### config.mk
export PLATFORM = sky130hd
export DESIGN_NAME = fpio_port
export DESIGN_NICKNAME = d
export VERILOG_FILES = /design/src/core/fpio_pkg.sv /design/src/core/fpio_port.sv /design/src/core/fpio_pin_drive.sv /design/src/core/fpio_wake.sv
export VERILOG_INCLUDE_DIRS = /design/src /design/src/core
export SDC_FILE = /design/constraint.sdc
export NUM_CORES = 1
export LEC_CHECK = 0
export ABC_AREA = 1
export BUFFER_PORTS_ARGS = -buffer_cell sky130_fd_sc_hd__buf_4
export CORE_MARGIN = 5
export CORE_UTILIZATION = 25
export DETAILED_ROUTE_END_ITERATION = 12
export SYNTH_ARGS = -nofsm -noshare
export SYNTH_HDL_FRONTEND = slang
export SYNTH_SLANG_ARGS = --single-unit
export TNS_END_PERCENT = 1
### constraint.sdc
create_clock -name clk_sys -period 2.4 [get_ports clk_sys]
set_clock_uncertainty 0.2 [all_clocks]
set_input_delay 0.48 -clock clk_sys [delete_from_list [all_inputs] [get_ports clk_sys]]
set_output_delay 0.48 -clock clk_sys [all_outputs]
set_load 0.05 [all_outputs]
### src/core/fpio_params.svh
// constants of the four pin i/o port: offsets, fields, reset values
`ifndef FPIO_PARAMS_SVH
`define FPIO_PARAMS_SVH
`define FPIO_ADDR_STATUS   8'h03
`define FPIO_ADDR_PORT     8'h06
`define FPIO_DIR_RESET     4'hF
`define FPIO_OPT_RESET     8'hFF
`define FPIO_TRIM_RESET    8'hFE
`define FPIO_OPT_WAKE_N    7
`define FPIO_OPT_PULLUP_N  6
`define FPIO_OPT_TMR_SRC   5
`define FPIO_ST_PIN_WAKE   7
`define FPIO_ST_CMP_WAKE   6
`define FPIO_TRIM_CLKOUT   0
`endif

### src/core/fpio_pkg.sv
// types shared by the four pin i/o port
package fpio_pkg;
  // which function owns pin 2
  typedef enum logic [1:0] {
    FPIO_SRC_DIR,
    FPIO_SRC_TIMER_IN,
    FPIO_SRC_CMP_OUT,
    FPIO_SRC_CLK_OUT
  } fpio_src_t;
  // reset-cause capture sequence
  typedef enum logic {
    FPIO_BOOT_CAPTURE,
    FPIO_BOOT_RUN
  } fpio_boot_t;
endpackage

### src/core/fpio_port.sv
// four pin general purpose i/o port with direction, option and trim registers
// Behaviour
// port reads return sampled pin levels, never the output latches
// every reset sets all direction bits, all pins inputs
// port data bits 7 to 4 read as zero
// pin 3 is input only, never driven
// pull-ups and pin wake on pins 0, 1, 3 under one common control
// pin 3 as master clear: pull-up always on, no wake
// direction load copies working register; direction is write only
// direction one floats the pin; zero drives the output latch
// pin priority: clock out, comparator, timer input, direction
// output latches hold until rewritten; inputs sampled at read
// pins 0 to 2 each have an independent direction bit
// trim bit 0 set puts divided oscillator on pin 2
// status bit 7 set after pin wake reset, else cleared
// status bit 6 set after comparator wake reset, else cleared
// option bit 7 low enables wake, bit 6 low enables pull-ups
// direction zero disables pull-up and wake for pins 0 and 1; pin 3 ignores its direction bit
// timer source select one gives pin 2 to timer input
// writes to port data bits 7 to 4 have no effect
`timescale 1ns/1ps
`include "fpio_params.svh"
module fpio_port #(
  parameter int DATA_W = 8
) (
  input  wire logic              clk_sys,        // instruction cycle clock
  input  wire logic              resetn,         // async reset, low active
  input  wire logic [7:0]        file_addr,      // file register address
  input  wire logic              file_wr,        // file register write
  input  wire logic              file_rd,        // file register read
  input  wire logic [DATA_W-1:0] file_wdata,     // write data
  output logic      [DATA_W-1:0] file_rdata,     // read data, next cycle
  input  wire logic [DATA_W-1:0] w_reg,          // working register
  input  wire logic              dir_load,       // direction load instruction
  input  wire logic              option_load,    // option load instruction
  input  wire logic              trim_wr,        // trim register write
  output logic      [DATA_W-1:0] trim_value,     // trim register readback
  input  wire logic [3:0]        pin_in,         // pin levels
  output logic      [3:0]        pin_out,        // pin output levels
  output logic      [3:0]        pin_oe,         // pin drivers, high drives
  output logic      [3:0]        pullup_en,      // weak pull-ups
  output logic                   timer_ext_clk,  // pin 2 level for timer
  output logic                   wake_pin_req,   // pin change in sleep
  input  wire logic              sleep,          // core is asleep
  input  wire logic              master_clear_input_cfg,       // pin 3 is master clear
  input  wire logic              cmp_in_en,      // comparator takes pins 0, 1
  input  wire logic              cmp_out_en,     // comparator drives pin 2
  input  wire logic              cmp_out,        // comparator output level
  input  wire logic              int_osc_div4,   // divided oscillator level
  input  wire logic              cause_pin_wake, // reset came from pin wake
  input  wire logic              cause_cmp_wake  // reset came from comparator
);
  // ******************************************************
  // parameter check
  // ******************************************************
  if (DATA_W != 8) begin : g_bad_width
    $error("fpio_port supports only an 8 bit data path");
  end

  // ******************************************************
  // state
  // ******************************************************
  logic [3:0]            dir;
  logic [3:0]            latch;
  logic [3:0]            snap;
  logic [DATA_W-1:0]     option;
  logic                  pin_wake_flag;
  logic                  cmp_wake_flag;
  fpio_pkg::fpio_boot_t  boot;
  logic [2:0]            next_oe;
  logic [2:0]            next_val;
  logic [3:0]            next_pull;
  logic                  next_wake;
  fpio_pkg::fpio_src_t   pin2_src;

  // decode of a file register hit
  function automatic logic hit(input logic [7:0] a, input logic [7:0] r);
    hit = (a == r);
  endfunction

  // ******************************************************
  // direction and option registers
  // ******************************************************
  // write only; loaded by dedicated instructions
  always_ff @(posedge clk_sys or negedge resetn) begin
    if (!resetn) begin
      dir <= `FPIO_DIR_RESET;
    end else if (dir_load) begin
      dir <= w_reg[3:0];
    end
  end

  always_ff @(posedge clk_sys or negedge resetn) begin
    if (!resetn) begin
      option <= `FPIO_OPT_RESET;
    end else if (option_load) begin
      option <= w_reg;
    end
  end

  // ******************************************************
  // output latches and trim register
  // ******************************************************
  // only the low four bits exist; upper write bits are dropped
  always_ff @(posedge clk_sys or negedge resetn) begin
    if (!resetn) begin
      latch <= 4'h0;
    end else if (file_wr && hit(file_addr, `FPIO_ADDR_PORT)) begin
      latch <= file_wdata[3:0];
    end
  end

  always_ff @(posedge clk_sys or negedge resetn) begin
    if (!resetn) begin
      trim_value <= `FPIO_TRIM_RESET;
    end else if (trim_wr) begin
      trim_value <= w_reg;
    end
  end

  // ******************************************************
  // reset cause flags
  // ******************************************************
  // cause levels are caught on the first edge after release
  always_ff @(posedge clk_sys or negedge resetn) begin
    if (!resetn) begin
      boot <= fpio_pkg::FPIO_BOOT_CAPTURE;
    end else begin
      case (boot)
        fpio_pkg::FPIO_BOOT_CAPTURE: boot <= fpio_pkg::FPIO_BOOT_RUN;
        fpio_pkg::FPIO_BOOT_RUN:     boot <= fpio_pkg::FPIO_BOOT_RUN;
        default:                     boot <= fpio_pkg::FPIO_BOOT_RUN;
      endcase
    end
  end

  always_ff @(posedge clk_sys or negedge resetn) begin
    if (!resetn) begin
      pin_wake_flag <= 1'b0;
      cmp_wake_flag <= 1'b0;
    end else if (boot == fpio_pkg::FPIO_BOOT_CAPTURE) begin
      pin_wake_flag <= cause_pin_wake;
      cmp_wake_flag <= cause_cmp_wake;
    end else if (file_wr && hit(file_addr, `FPIO_ADDR_STATUS)) begin
      pin_wake_flag <= file_wdata[`FPIO_ST_PIN_WAKE];
      cmp_wake_flag <= file_wdata[`FPIO_ST_CMP_WAKE];
    end
  end

  // ******************************************************
  // read path
  // ******************************************************
  // port reads sample the pins themselves, upper bits zero
  always_ff @(posedge clk_sys or negedge resetn) begin
    if (!resetn) begin
      file_rdata <= '0;
    end else if (file_rd && hit(file_addr, `FPIO_ADDR_PORT)) begin
      file_rdata <= {4'h0, pin_in};
    end else if (file_rd && hit(file_addr, `FPIO_ADDR_STATUS)) begin
      file_rdata <= {pin_wake_flag, cmp_wake_flag, 6'h00};
    end else if (file_rd) begin
      file_rdata <= '0;
    end
  end

  // snapshot of the pins at each port read, for change detect
  always_ff @(posedge clk_sys or negedge resetn) begin
    if (!resetn) begin
      snap <= 4'h0;
    end else if (file_rd && hit(file_addr, `FPIO_ADDR_PORT)) begin
      snap <= pin_in;
    end
  end

  // ******************************************************
  // pin drivers
  // ******************************************************
  // pins 0 and 1 answer to the comparator inputs, pin 2 to all others
  for (genvar i = 0; i < 3; i++) begin : g_drive
    fpio_pin_drive #(.HAS_ALT(i == 2)) u_drive (
      .dir_bit     (dir[i]),
      .latch_bit   (latch[i]),
      .cmp_in_sel  (cmp_in_en),
      .clk_out_sel (trim_value[`FPIO_TRIM_CLKOUT]),
      .cmp_out_sel (cmp_out_en),
      .timer_sel   (option[`FPIO_OPT_TMR_SRC]),
      .clk_div     (int_osc_div4),
      .cmp_val     (cmp_out),
      .src         (),
      .drv_oe      (next_oe[i]),
      .drv_val     (next_val[i])
    );
  end

  // pin 2 owner, read only by the checks below
  always_comb begin
    if (trim_value[`FPIO_TRIM_CLKOUT]) begin
      pin2_src = fpio_pkg::FPIO_SRC_CLK_OUT;
    end else if (cmp_out_en) begin
      pin2_src = fpio_pkg::FPIO_SRC_CMP_OUT;
    end else if (option[`FPIO_OPT_TMR_SRC]) begin
      pin2_src = fpio_pkg::FPIO_SRC_TIMER_IN;
    end else begin
      pin2_src = fpio_pkg::FPIO_SRC_DIR;
    end
  end

  // pin 3 has no driver at all
  always_ff @(posedge clk_sys or negedge resetn) begin
    if (!resetn) begin
      pin_oe  <= 4'h0;
      pin_out <= 4'h0;
    end else begin
      pin_oe  <= {1'b0, next_oe};
      pin_out <= {1'b0, next_val};
    end
  end

  always_ff @(posedge clk_sys or negedge resetn) begin
    if (!resetn) begin
      timer_ext_clk <= 1'b0;
    end else begin
      timer_ext_clk <= pin_in[2];
    end
  end

  // ******************************************************
  // pull-ups and wake on change
  // ******************************************************
  fpio_wake u_wake (
    .pin_in   (pin_in),
    .snap     (snap),
    .dir      (dir),
    .wake_n   (option[`FPIO_OPT_WAKE_N]),
    .pullup_n (option[`FPIO_OPT_PULLUP_N]),
    .master_clear_input_cfg (master_clear_input_cfg),
    .pull_en  (next_pull),
    .changed  (next_wake)
  );

  always_ff @(posedge clk_sys or negedge resetn) begin
    if (!resetn) begin
      pullup_en    <= 4'h0;
      wake_pin_req <= 1'b0;
    end else begin
      pullup_en    <= next_pull;
      wake_pin_req <= sleep & next_wake;
    end
  end

  // ******************************************************
  // checks
  // ******************************************************
  read_pins_a: assert property (@(posedge clk_sys) disable iff (!resetn)
    file_rd && file_addr == `FPIO_ADDR_PORT |=> file_rdata == {4'h0, $past(pin_in)})
    else $error("port read did not return pin levels");

  upper_zero_a: assert property (@(posedge clk_sys) disable iff (!resetn)
    $past(file_rd) && $past(file_addr) == `FPIO_ADDR_PORT |-> file_rdata[7:4] == 4'h0)
    else $error("upper port bits not zero");

  reset_float_a: assert property (@(posedge clk_sys) disable iff (!resetn)
    boot == fpio_pkg::FPIO_BOOT_CAPTURE |-> pin_oe == 4'h0 && dir == `FPIO_DIR_RESET)
    else $error("pins driven right after reset");

  pin3_float_a: assert property (@(posedge clk_sys) disable iff (!resetn)
    !pin_oe[3])
    else $error("pin 3 driven");

  dir_load_a: assert property (@(posedge clk_sys) disable iff (!resetn)
    dir_load |=> dir == $past(w_reg[3:0]))
    else $error("direction load lost");

  drive_latch_a: assert property (@(posedge clk_sys) disable iff (!resetn)
    !dir_load && !cmp_in_en && !dir[0] ##1 !dir[0] |-> pin_oe[0] && pin_out[0] == $past(latch[0]))
    else $error("pin 0 not driving its latch");

  latch_hold_a: assert property (@(posedge clk_sys) disable iff (!resetn)
    !(file_wr && file_addr == `FPIO_ADDR_PORT) |=> $stable(latch))
    else $error("latch changed without a write");

  clk_out_a: assert property (@(posedge clk_sys) disable iff (!resetn)
    trim_value[0] |=> pin_oe[2] && pin_out[2] == $past(int_osc_div4))
    else $error("clock output not on pin 2");

  timer_take_a: assert property (@(posedge clk_sys) disable iff (!resetn)
    pin2_src == fpio_pkg::FPIO_SRC_TIMER_IN |=> !pin_oe[2])
    else $error("pin 2 driven while timer owns it");

  master_clear_input_pull_a: assert property (@(posedge clk_sys) disable iff (!resetn)
    master_clear_input_cfg |=> pullup_en[3])
    else $error("master clear pull-up off");

  pull_group_a: assert property (@(posedge clk_sys) disable iff (!resetn)
    !pullup_en[2] && (!pullup_en[1] || ($past(dir[1]) && !$past(option[6]))))
    else $error("pull-up enable wrong");

  wake_gate_a: assert property (@(posedge clk_sys) disable iff (!resetn)
    wake_pin_req |-> $past(sleep) && !$past(option[7]))
    else $error("wake request while disabled");

  cause_flags_a: assert property (@(posedge clk_sys) disable iff (!resetn)
    boot == fpio_pkg::FPIO_BOOT_CAPTURE |=>
      pin_wake_flag == $past(cause_pin_wake) && cmp_wake_flag == $past(cause_cmp_wake))
    else $error("reset cause flags wrong");
endmodule

### src/core/fpio_pin_drive.sv
// output driver selection for one bidirectional pin
`timescale 1ns/1ps
module fpio_pin_drive #(
  parameter bit HAS_ALT = 1'b0
) (
  input  wire logic                dir_bit,      // 1 = high impedance
  input  wire logic                latch_bit,    // output latch value
  input  wire logic                cmp_in_sel,   // comparator input owns pin
  input  wire logic                clk_out_sel,  // divided clock owns pin
  input  wire logic                cmp_out_sel,  // comparator output owns pin
  input  wire logic                timer_sel,    // timer clock input owns pin
  input  wire logic                clk_div,      // divided oscillator level
  input  wire logic                cmp_val,      // comparator output level
  output fpio_pkg::fpio_src_t      src,          // owning function
  output logic                     drv_oe,       // driver enable
  output logic                     drv_val       // driven level
);
  // fixed priority: clock out, comparator out, timer in, direction
  always_comb begin
    src = fpio_pkg::FPIO_SRC_DIR;
    drv_oe = ~dir_bit;
    drv_val = latch_bit;
    if (HAS_ALT && clk_out_sel) begin
      src = fpio_pkg::FPIO_SRC_CLK_OUT;
      drv_oe = 1'b1;
      drv_val = clk_div;
    end else if (HAS_ALT && cmp_out_sel) begin
      src = fpio_pkg::FPIO_SRC_CMP_OUT;
      drv_oe = 1'b1;
      drv_val = cmp_val;
    end else if (HAS_ALT && timer_sel) begin
      src = fpio_pkg::FPIO_SRC_TIMER_IN;
      drv_oe = 1'b0;
    end else if (!HAS_ALT && cmp_in_sel) begin
      drv_oe = 1'b0;
    end
  end
endmodule

### src/core/fpio_wake.sv
// shared pull-up and wake-on-change enables for pins 0, 1 and 3
`timescale 1ns/1ps
module fpio_wake (
  input  wire logic [3:0] pin_in,     // pin levels
  input  wire logic [3:0] snap,       // levels at the last port read
  input  wire logic [3:0] dir,        // direction bits
  input  wire logic       wake_n,     // common wake enable, low active
  input  wire logic       pullup_n,   // common pull-up enable, low active
  input  wire logic       master_clear_input_cfg,   // pin 3 is master clear
  output logic      [3:0] pull_en,    // weak pull-up per pin
  output logic            changed     // enabled pin differs from snapshot
);
  logic [3:0] wake_en;
  // one control for all three pins; a driven pin loses both functions
  always_comb begin
    pull_en = 4'h0;
    wake_en = 4'h0;
    pull_en[0] = ~pullup_n & dir[0];
    pull_en[1] = ~pullup_n & dir[1];
    pull_en[3] = ~pullup_n | master_clear_input_cfg;
    wake_en[0] = ~wake_n & dir[0];
    wake_en[1] = ~wake_n & dir[1];
    wake_en[3] = ~wake_n & ~master_clear_input_cfg;
    changed = |(wake_en & (pin_in ^ snap));
  end
endmodule

==> results.toml, run 1 <==
[finish]
mostFrequentLayoutCell = "buf_4"
fin_area_sq_um = 2350
multi_input_area_sq_um = 577
layout-drive-gt1-share_pct = 44.3
regArea_sq_um = 1020
diodes = 0
area_delta_synth_final_pct = 37.4
n_fill_cell = 692
fin_nets = 277
final_cell_mix = "64 x buf_4, 45 x nand2_1, 27 x dfrtp_1"

[min_path]
worstHoldStart = "pin_in[2]"
hold_path_end = "timer_ext_clk"
hold_class = "in2reg"
min_path_cells = 1

[logic_synthesis]
synth_compound_area_share_pct = 2.19
synth_area_sq_um = 1710
syn_area_per_cell_sq_um = 10.3
yosys_warnings = 0
netlist_instances = 166
synth_xor_area_share_pct = 0
synth_seq_area_share_pct = 59.4
synthMuxAreaShare_pct = 7.89
synth_top_family_by_area = "simple AND/OR/NAND/NOR gates"
synth-seq-cells = 40
synth-adder-area-share_pct = 0
yosys.area_share.simple_pct = 22.3
synthDistinctLibCells = 19

[cts]
clock_path_buffers = 2
post_cts_buffers = 0
cts_sinks = 40
clock_latency_ns = 0.28
cts-root-buf = "clkbuf_8"
cts.clk_slew.worst_paths_ns = 0.07
cts_tree = "built"
ctsResizeCount = 0
cts_max_level = 2
cts-buffers-inserted = 5

[route]
drtIter0Drc = 21
wirelength_microns = 3670
wire_per_inst_microns = 11.6
dr_total_vias = 1264
postRouteAntennaNets = 0
avgViaCountPerCell = 4.01
drc = 0
firstDrtPassIters = 4

[critical_path]
path_buf_inv = 1
max_stage_delay_ns = 0.53
cp_num_cells = 1
r2r_setup_slack_ns = 1.22
rr_startpoint = "boot"
rr_worst_depth = 3
reg2reg_to = "pin_wake_flag"
endpoint_kind = "output pin"
crit_chain = "buf_4"
worstSetupPathType = "reg2out"
worstPathMaxFanout = 2
crit_slowest_cell = "dfstp_2"
worst_setup_path_start_kind = "register"
required_ns = 1.72
path_delay_family = "flip-flops"
arrival_ns = 1.01

[sta]
max_freq_mhz = 590
finalHoldViolCount = 0
final_max_slew_viol_count = 0
finalSetupViolations = 0
period_minus_slack_ns = 1.69
tns_ns = 0
finalCritPeriodShare_pct = 70.6
rsz0062_at_grt = "false"

[global_route]
antenna_found_initial = 0
gr-usage-all-layers_pct = 9.09
grt_pass1_wl_microns = 6110
grt_max_degree = 41
grt_overflow = 0
grt_pass1_vias = 1293

[floorplanning]
die_w_microns = 92.8
fp.dieH_microns = 92.8
initial_core_util_pct = 25.5
core_sq_um = 6720
num_rows = 30
die-area_sq_um = 8610
io_pins = 73

[outcome]
status = "completed"

[pwr]
pwr_density_cell_nw_per_um2 = 641
p_leak_nw = 1.26
ir_drop_mv = 0.169
power_w = 0.00151

[placed_design]
dpl_cell_area_sq_um = 2250
place_hpwl_microns = 2890
routabilityCongestion = 0.734
port_buffers = 64

[run]
cap_violations = 0
-- Yosys cell counts --
master / instances / share of area, %
a21oi_1: 2 / 0.58
and2_1: 1 / 0.37
buf_2: 2 / 0.58
buf_4: 6 / 2.6
conb_1: 2 / 0.44
dfrtp_1: 27 / 39
dfstp_2: 13 / 20
inv_1: 21 / 4.6
mux2_2: 12 / 7.9
nand2_1: 45 / 9.9
nand2_4: 2 / 1.3
nand3_1: 14 / 4.1
nand3_2: 4 / 2.3
nand4_4: 1 / 1.2
nor2_1: 7 / 1.5
nor2_2: 1 / 0.37
nor2_8: 1 / 1.2
o211ai_1: 1 / 0.44
o21ai_0: 4 / 1.2
-- kinds of logic after synthesis --
group	after synthesis
other	2
buffers and inverters	29
AOI/OAI and AO/OA	7
muxes	12
DFF	40
and+or+nand+nor	76
-- routing by layer --
layer | share of wire, % | GRT usage (%) | vias up
met5 | 0 | 0 | -
met4 | 2.0 | 4.03 | 0
met3 | 6.6 | 3.17 | 5
met2 | 50 | 14.9 | 34
met1 | 41 | 10.7 | 582
li1 | - | - | 643
-- power breakdown --
group          internal, W  switching [W]
Sequential        0.000736      0.0000228
Clock             0.000234       0.000209
Combinational     0.000111       0.000196
-- per-stage QoR --
stage | hold slack [ns] | setup WS, ns | instances | util [%]
2_1_floorplan | -0.0156 | 1.04 | 170 | -
3_3_place_gp | 0.161 | 0.832 | 306 | 33.5
3_5_place_dp | 0.161 | 0.824 | 306 | 33.5
4_1_cts | 0.0944 | 0.687 | 315 | 35.0
5_1_grt | 0.0944 | 0.669 | 315 | 35.0
6_report | 0.108 | 0.706 | 315 | 35.0
-- repair_timing --
item,in CTS,in global routing
endpoints found under the hold margin,27,0
setup endpoints to repair,0,0
hold buffers,1,0
-- how the worst max path moves through the flow --
| stage | from | endpoint |
|---|---|---|
| detailed placement | file_addr[5] | latch[0] |
| floorplan | file_addr[5] | snap[0] |
| global route | trim_value[2] | trim_value[2] |
| global placement | file_addr[5] | snap[1] |
| CTS | trim_value[2] | trim_value[2] |
| finish | trim_value[2] | trim_value[2] |
-- area by class of cell --
type                    count  area share [%]
clock buffers               8            3.83
inverters                  21            3.35
multi-input cells         101            24.5
flip-flops and latches     40            43.2
well taps                  80            4.25
repair buffers             65            20.8
-- registers in the layout (all words and copies together), names as in the netlist --
| signal | flops |
|---|---|
| pin_oe | 3 |
| snap | 3 |
| option | 3 |
| pin_wake_flag | 1 |
| wake_pin_req | 1 |
| pullup_en | 3 |
| file_rdata | 6 |
| trim_value | 8 |
| boot | 1 |
| pin_out | 3 |
| dir | 3 |
| latch | 3 |
| timer_ext_clk | 1 |
| cmp_wake_flag | 1 |
Power figures use the tool's default switching activity.
==> inputs of run 2 (changes only) <==
ABC_AREA = 0   (was 1)
clock period = 1.6 ns   (was 2.4 ns; I/O delays follow)
==> results.toml, run 2 <==
[outcome]
status = "completed"

[sta]
tns_ns = 0
final_max_slew_viol_count = 0
max_freq_mhz = 655
finalSetupViolations = 0
finalCritPeriodShare_pct = 95.4
rsz0062_at_grt = "false"
finalHoldViolCount = 0
hold_slack_ns = 0.0339
period_minus_slack_ns = 1.53

[floorplanning]
io_pins = 73
die_w_microns = 90.6
die-area_sq_um = 8210
num_rows = 29
fp.dieH_microns = 90.6
core_sq_um = 6350
initial_core_util_pct = 25.6

[finish]
n_fill_cell = 660
layout-drive-gt1-share_pct = 53.3
largest_reg_flops = 8
area_delta_synth_final_pct = 42.1
final_cell_mix = "66 x buf_4, 27 x dfrtp_1, 14 x mux2_2"
diodes = 0
post-route-util_pct = 36.4
fin_nets = 237
reg.largest.list = "trim_value: 8 flops, file_rdata: 6 flops"
finalNonFillerCells = 272
mostFrequentLayoutCell = "buf_4"
fin_area_sq_um = 2310
top_register = "trim_value"

[route]
wire_per_inst_microns = 13.0
drtIter0Drc = 26
drc = 0
avgViaCountPerCell = 4.18
postRouteAntennaNets = 0
dr_total_vias = 1138
firstDrtPassIters = 4
wirelength_microns = 3540

[logic_synthesis]
yosys_warnings = 0
synth_area_sq_um = 1630
ys_top_cells_by_area = "dfrtp_1 42%, dfstp_2 21%, mux2_2 9.7%"
yosysTopAreaCellShare_pct = 41.6
synth_seq_area_share_pct = 62.6
synthDistinctLibCells = 26
post-synth-top-count-cell = "dfrtp_1"
postSynth.asyncResetShare_pct = 100
synth-seq-cells = 40
ys_dominant_reg_cell = "dfrtp_1"
netlist_instances = 122
netlist_top_cells_count = "27 x dfrtp_1, 14 x mux2_2, 13 x dfstp_2"
syn_area_per_cell_sq_um = 13.3
yosysTopAreaCell = "dfrtp_1"
synth-edff-count = 0

[global_route]
grtUsageMet1_pct = 11.3
grt_pass1_vias = 1285
met2_usage_pct = 14.8
grt_overflow = 0
grt_pass1_wl_microns = 6310
grt_busiest_layer = "met2"
met3_usage_pct = 4.42
gr-usage-all-layers_pct = 9.34
grt_max_degree = 41
antenna_found_initial = 0

[pwr]
p_int_w = 0.00168
pwr_density_cell_nw_per_um2 = 1010
power.switching_w = 0.000644
ir_drop_mv = 0.399
seqPwrFrac_pct = 49.2
switching_share_pct = 27.7
p_leak_nw = 1.09
combPwrFrac_pct = 19.8
clockPowerShare_pct = 31.1

[cts]
cts_sinks = 40
cts-root-buf = "clkbuf_8"
cts-buffers-inserted = 5
clock_path_buffers = 2
ctsResizeCount = 0
cts_tree = "built"
cts.clk_slew.worst_paths_ns = 0.08
cts_max_level = 2
clock_latency_ns = 0.28

[critical_path]
max_stage_delay_ns = 0.53
required_ns = 1.08
worstSetupPathType = "reg2out"
path_buf_inv = 1
crit_slowest_cell = "dfstp_2"
reg2reg_to = "wake_pin_req"
rr_startpoint = "snap[1]"
endpoint_kind = "output pin"
crit_chain = "buf_4"
rr_worst_depth = 3
worstPathMaxFanout = 2
arrival_ns = 1.01
path_delay_family = "flip-flops"
worst_setup_path_start_kind = "register"
r2r_setup_slack_ns = 0.24

[placed_design]
port_buffers = 64
dp_cells = 261
dpl_cell_area_sq_um = 2180
routabilityCongestion = 0.744
place_hpwl_microns = 2770

[run]
cap_violations = 0

[min_path]
worstHoldStart = "int_osc_div4"
hold_path_end = "pin_out[2]"
min_path_cells = 3
hold_class = "in2reg"
## run 2: changes by cell type after synthesis, sizes merged, moves of 3 or more
cell / delta
inv: -13
mux2: +8
nand2: -37
nand3: -16
nor2: -4
xor2: +3
o22ai: +6
## run 2: area by class of cell
| cell class | instances | area, sq um | area share [%] |
|---|---|---|---|
| Clock buffer | 8 | 100 | 4.33 |
| Multi-Input combinational cell | 70 | 541 | 23.4 |
| Tap cell | 77 | 96.3 | 4.17 |
| Timing Repair Buffer | 69 | 526 | 22.8 |
| Inverter | 8 | 30.0 | 1.30 |
| Sequential cell | 40 | 1020 | 44.0 |
## run 2: power by group through the flow
stage	Clock (W)	Combinational, W	Sequential, W
2_1_floorplan	0	0.000136	0.00130
3_3_place_gp	0	0.000455	0.00116
3_5_place_dp	0	0.000459	0.00116
4_1_cts	0.000755	0.000466	0.00114
5_1_grt	0.000801	0.000494	0.00115
6_report	0.000722	0.000459	0.00114
## run 2: tightest hold or removal path, cell delays in order
cell and delay (ns):
buf_4 0.08, nand2_1 0.03, o21ai_0 0.05
## run 2: what timing repair did
action,4_1_cts,5_1_grt
hold buffers,3,0
setup buffers,0,0
hold endpoints to repair,30,0
## run 2: worst max path at each step
stage | from | end | slack (ns) | cells past startpoint
5_1_grt | trim_value[6] | trim_value[6] | 0.03 | 1
3_5_place_dp | file_addr[5] | latch[2] | -0.10 | 4
3_3_place_gp | file_addr[5] | latch[2] | -0.08 | 4
6_report | trim_value[3] | trim_value[3] | 0.07 | 1
4_1_cts | trim_value[6] | trim_value[6] | 0.06 | 1
2_1_floorplan | file_addr[5] | cmp_wake_flag | 0.09 | 3
## run 2: logic make-up after synthesis
logic type,synth area share [%]
flip-flops,62.6
AND/OR/NAND/NOR,10.5
multiplexers,14.5
buffers and inverters,5.08
AO/OA/AOI/OAI,5.23
XOR/XNOR,1.62
other,0.462
## run 2: through the flow
stage	setup WS [ns]	power, W
5_1_grt	0.0305	0.00245
4_1_cts	0.0568	0.00236
3_3_place_gp	-0.0792	0.00162
2_1_floorplan	0.0908	0.00143
3_5_place_dp	-0.102	0.00162
6_report	0.0729	0.00232
## run 2: per-layer routing
layer	wire [microns]	up-vias	share of wire (%)
li1	-	552	-
met1	1520	533	43
met2	1680	47	47
met3	296	6	8.4
met4	44	0	1.2
met5	0	-	0
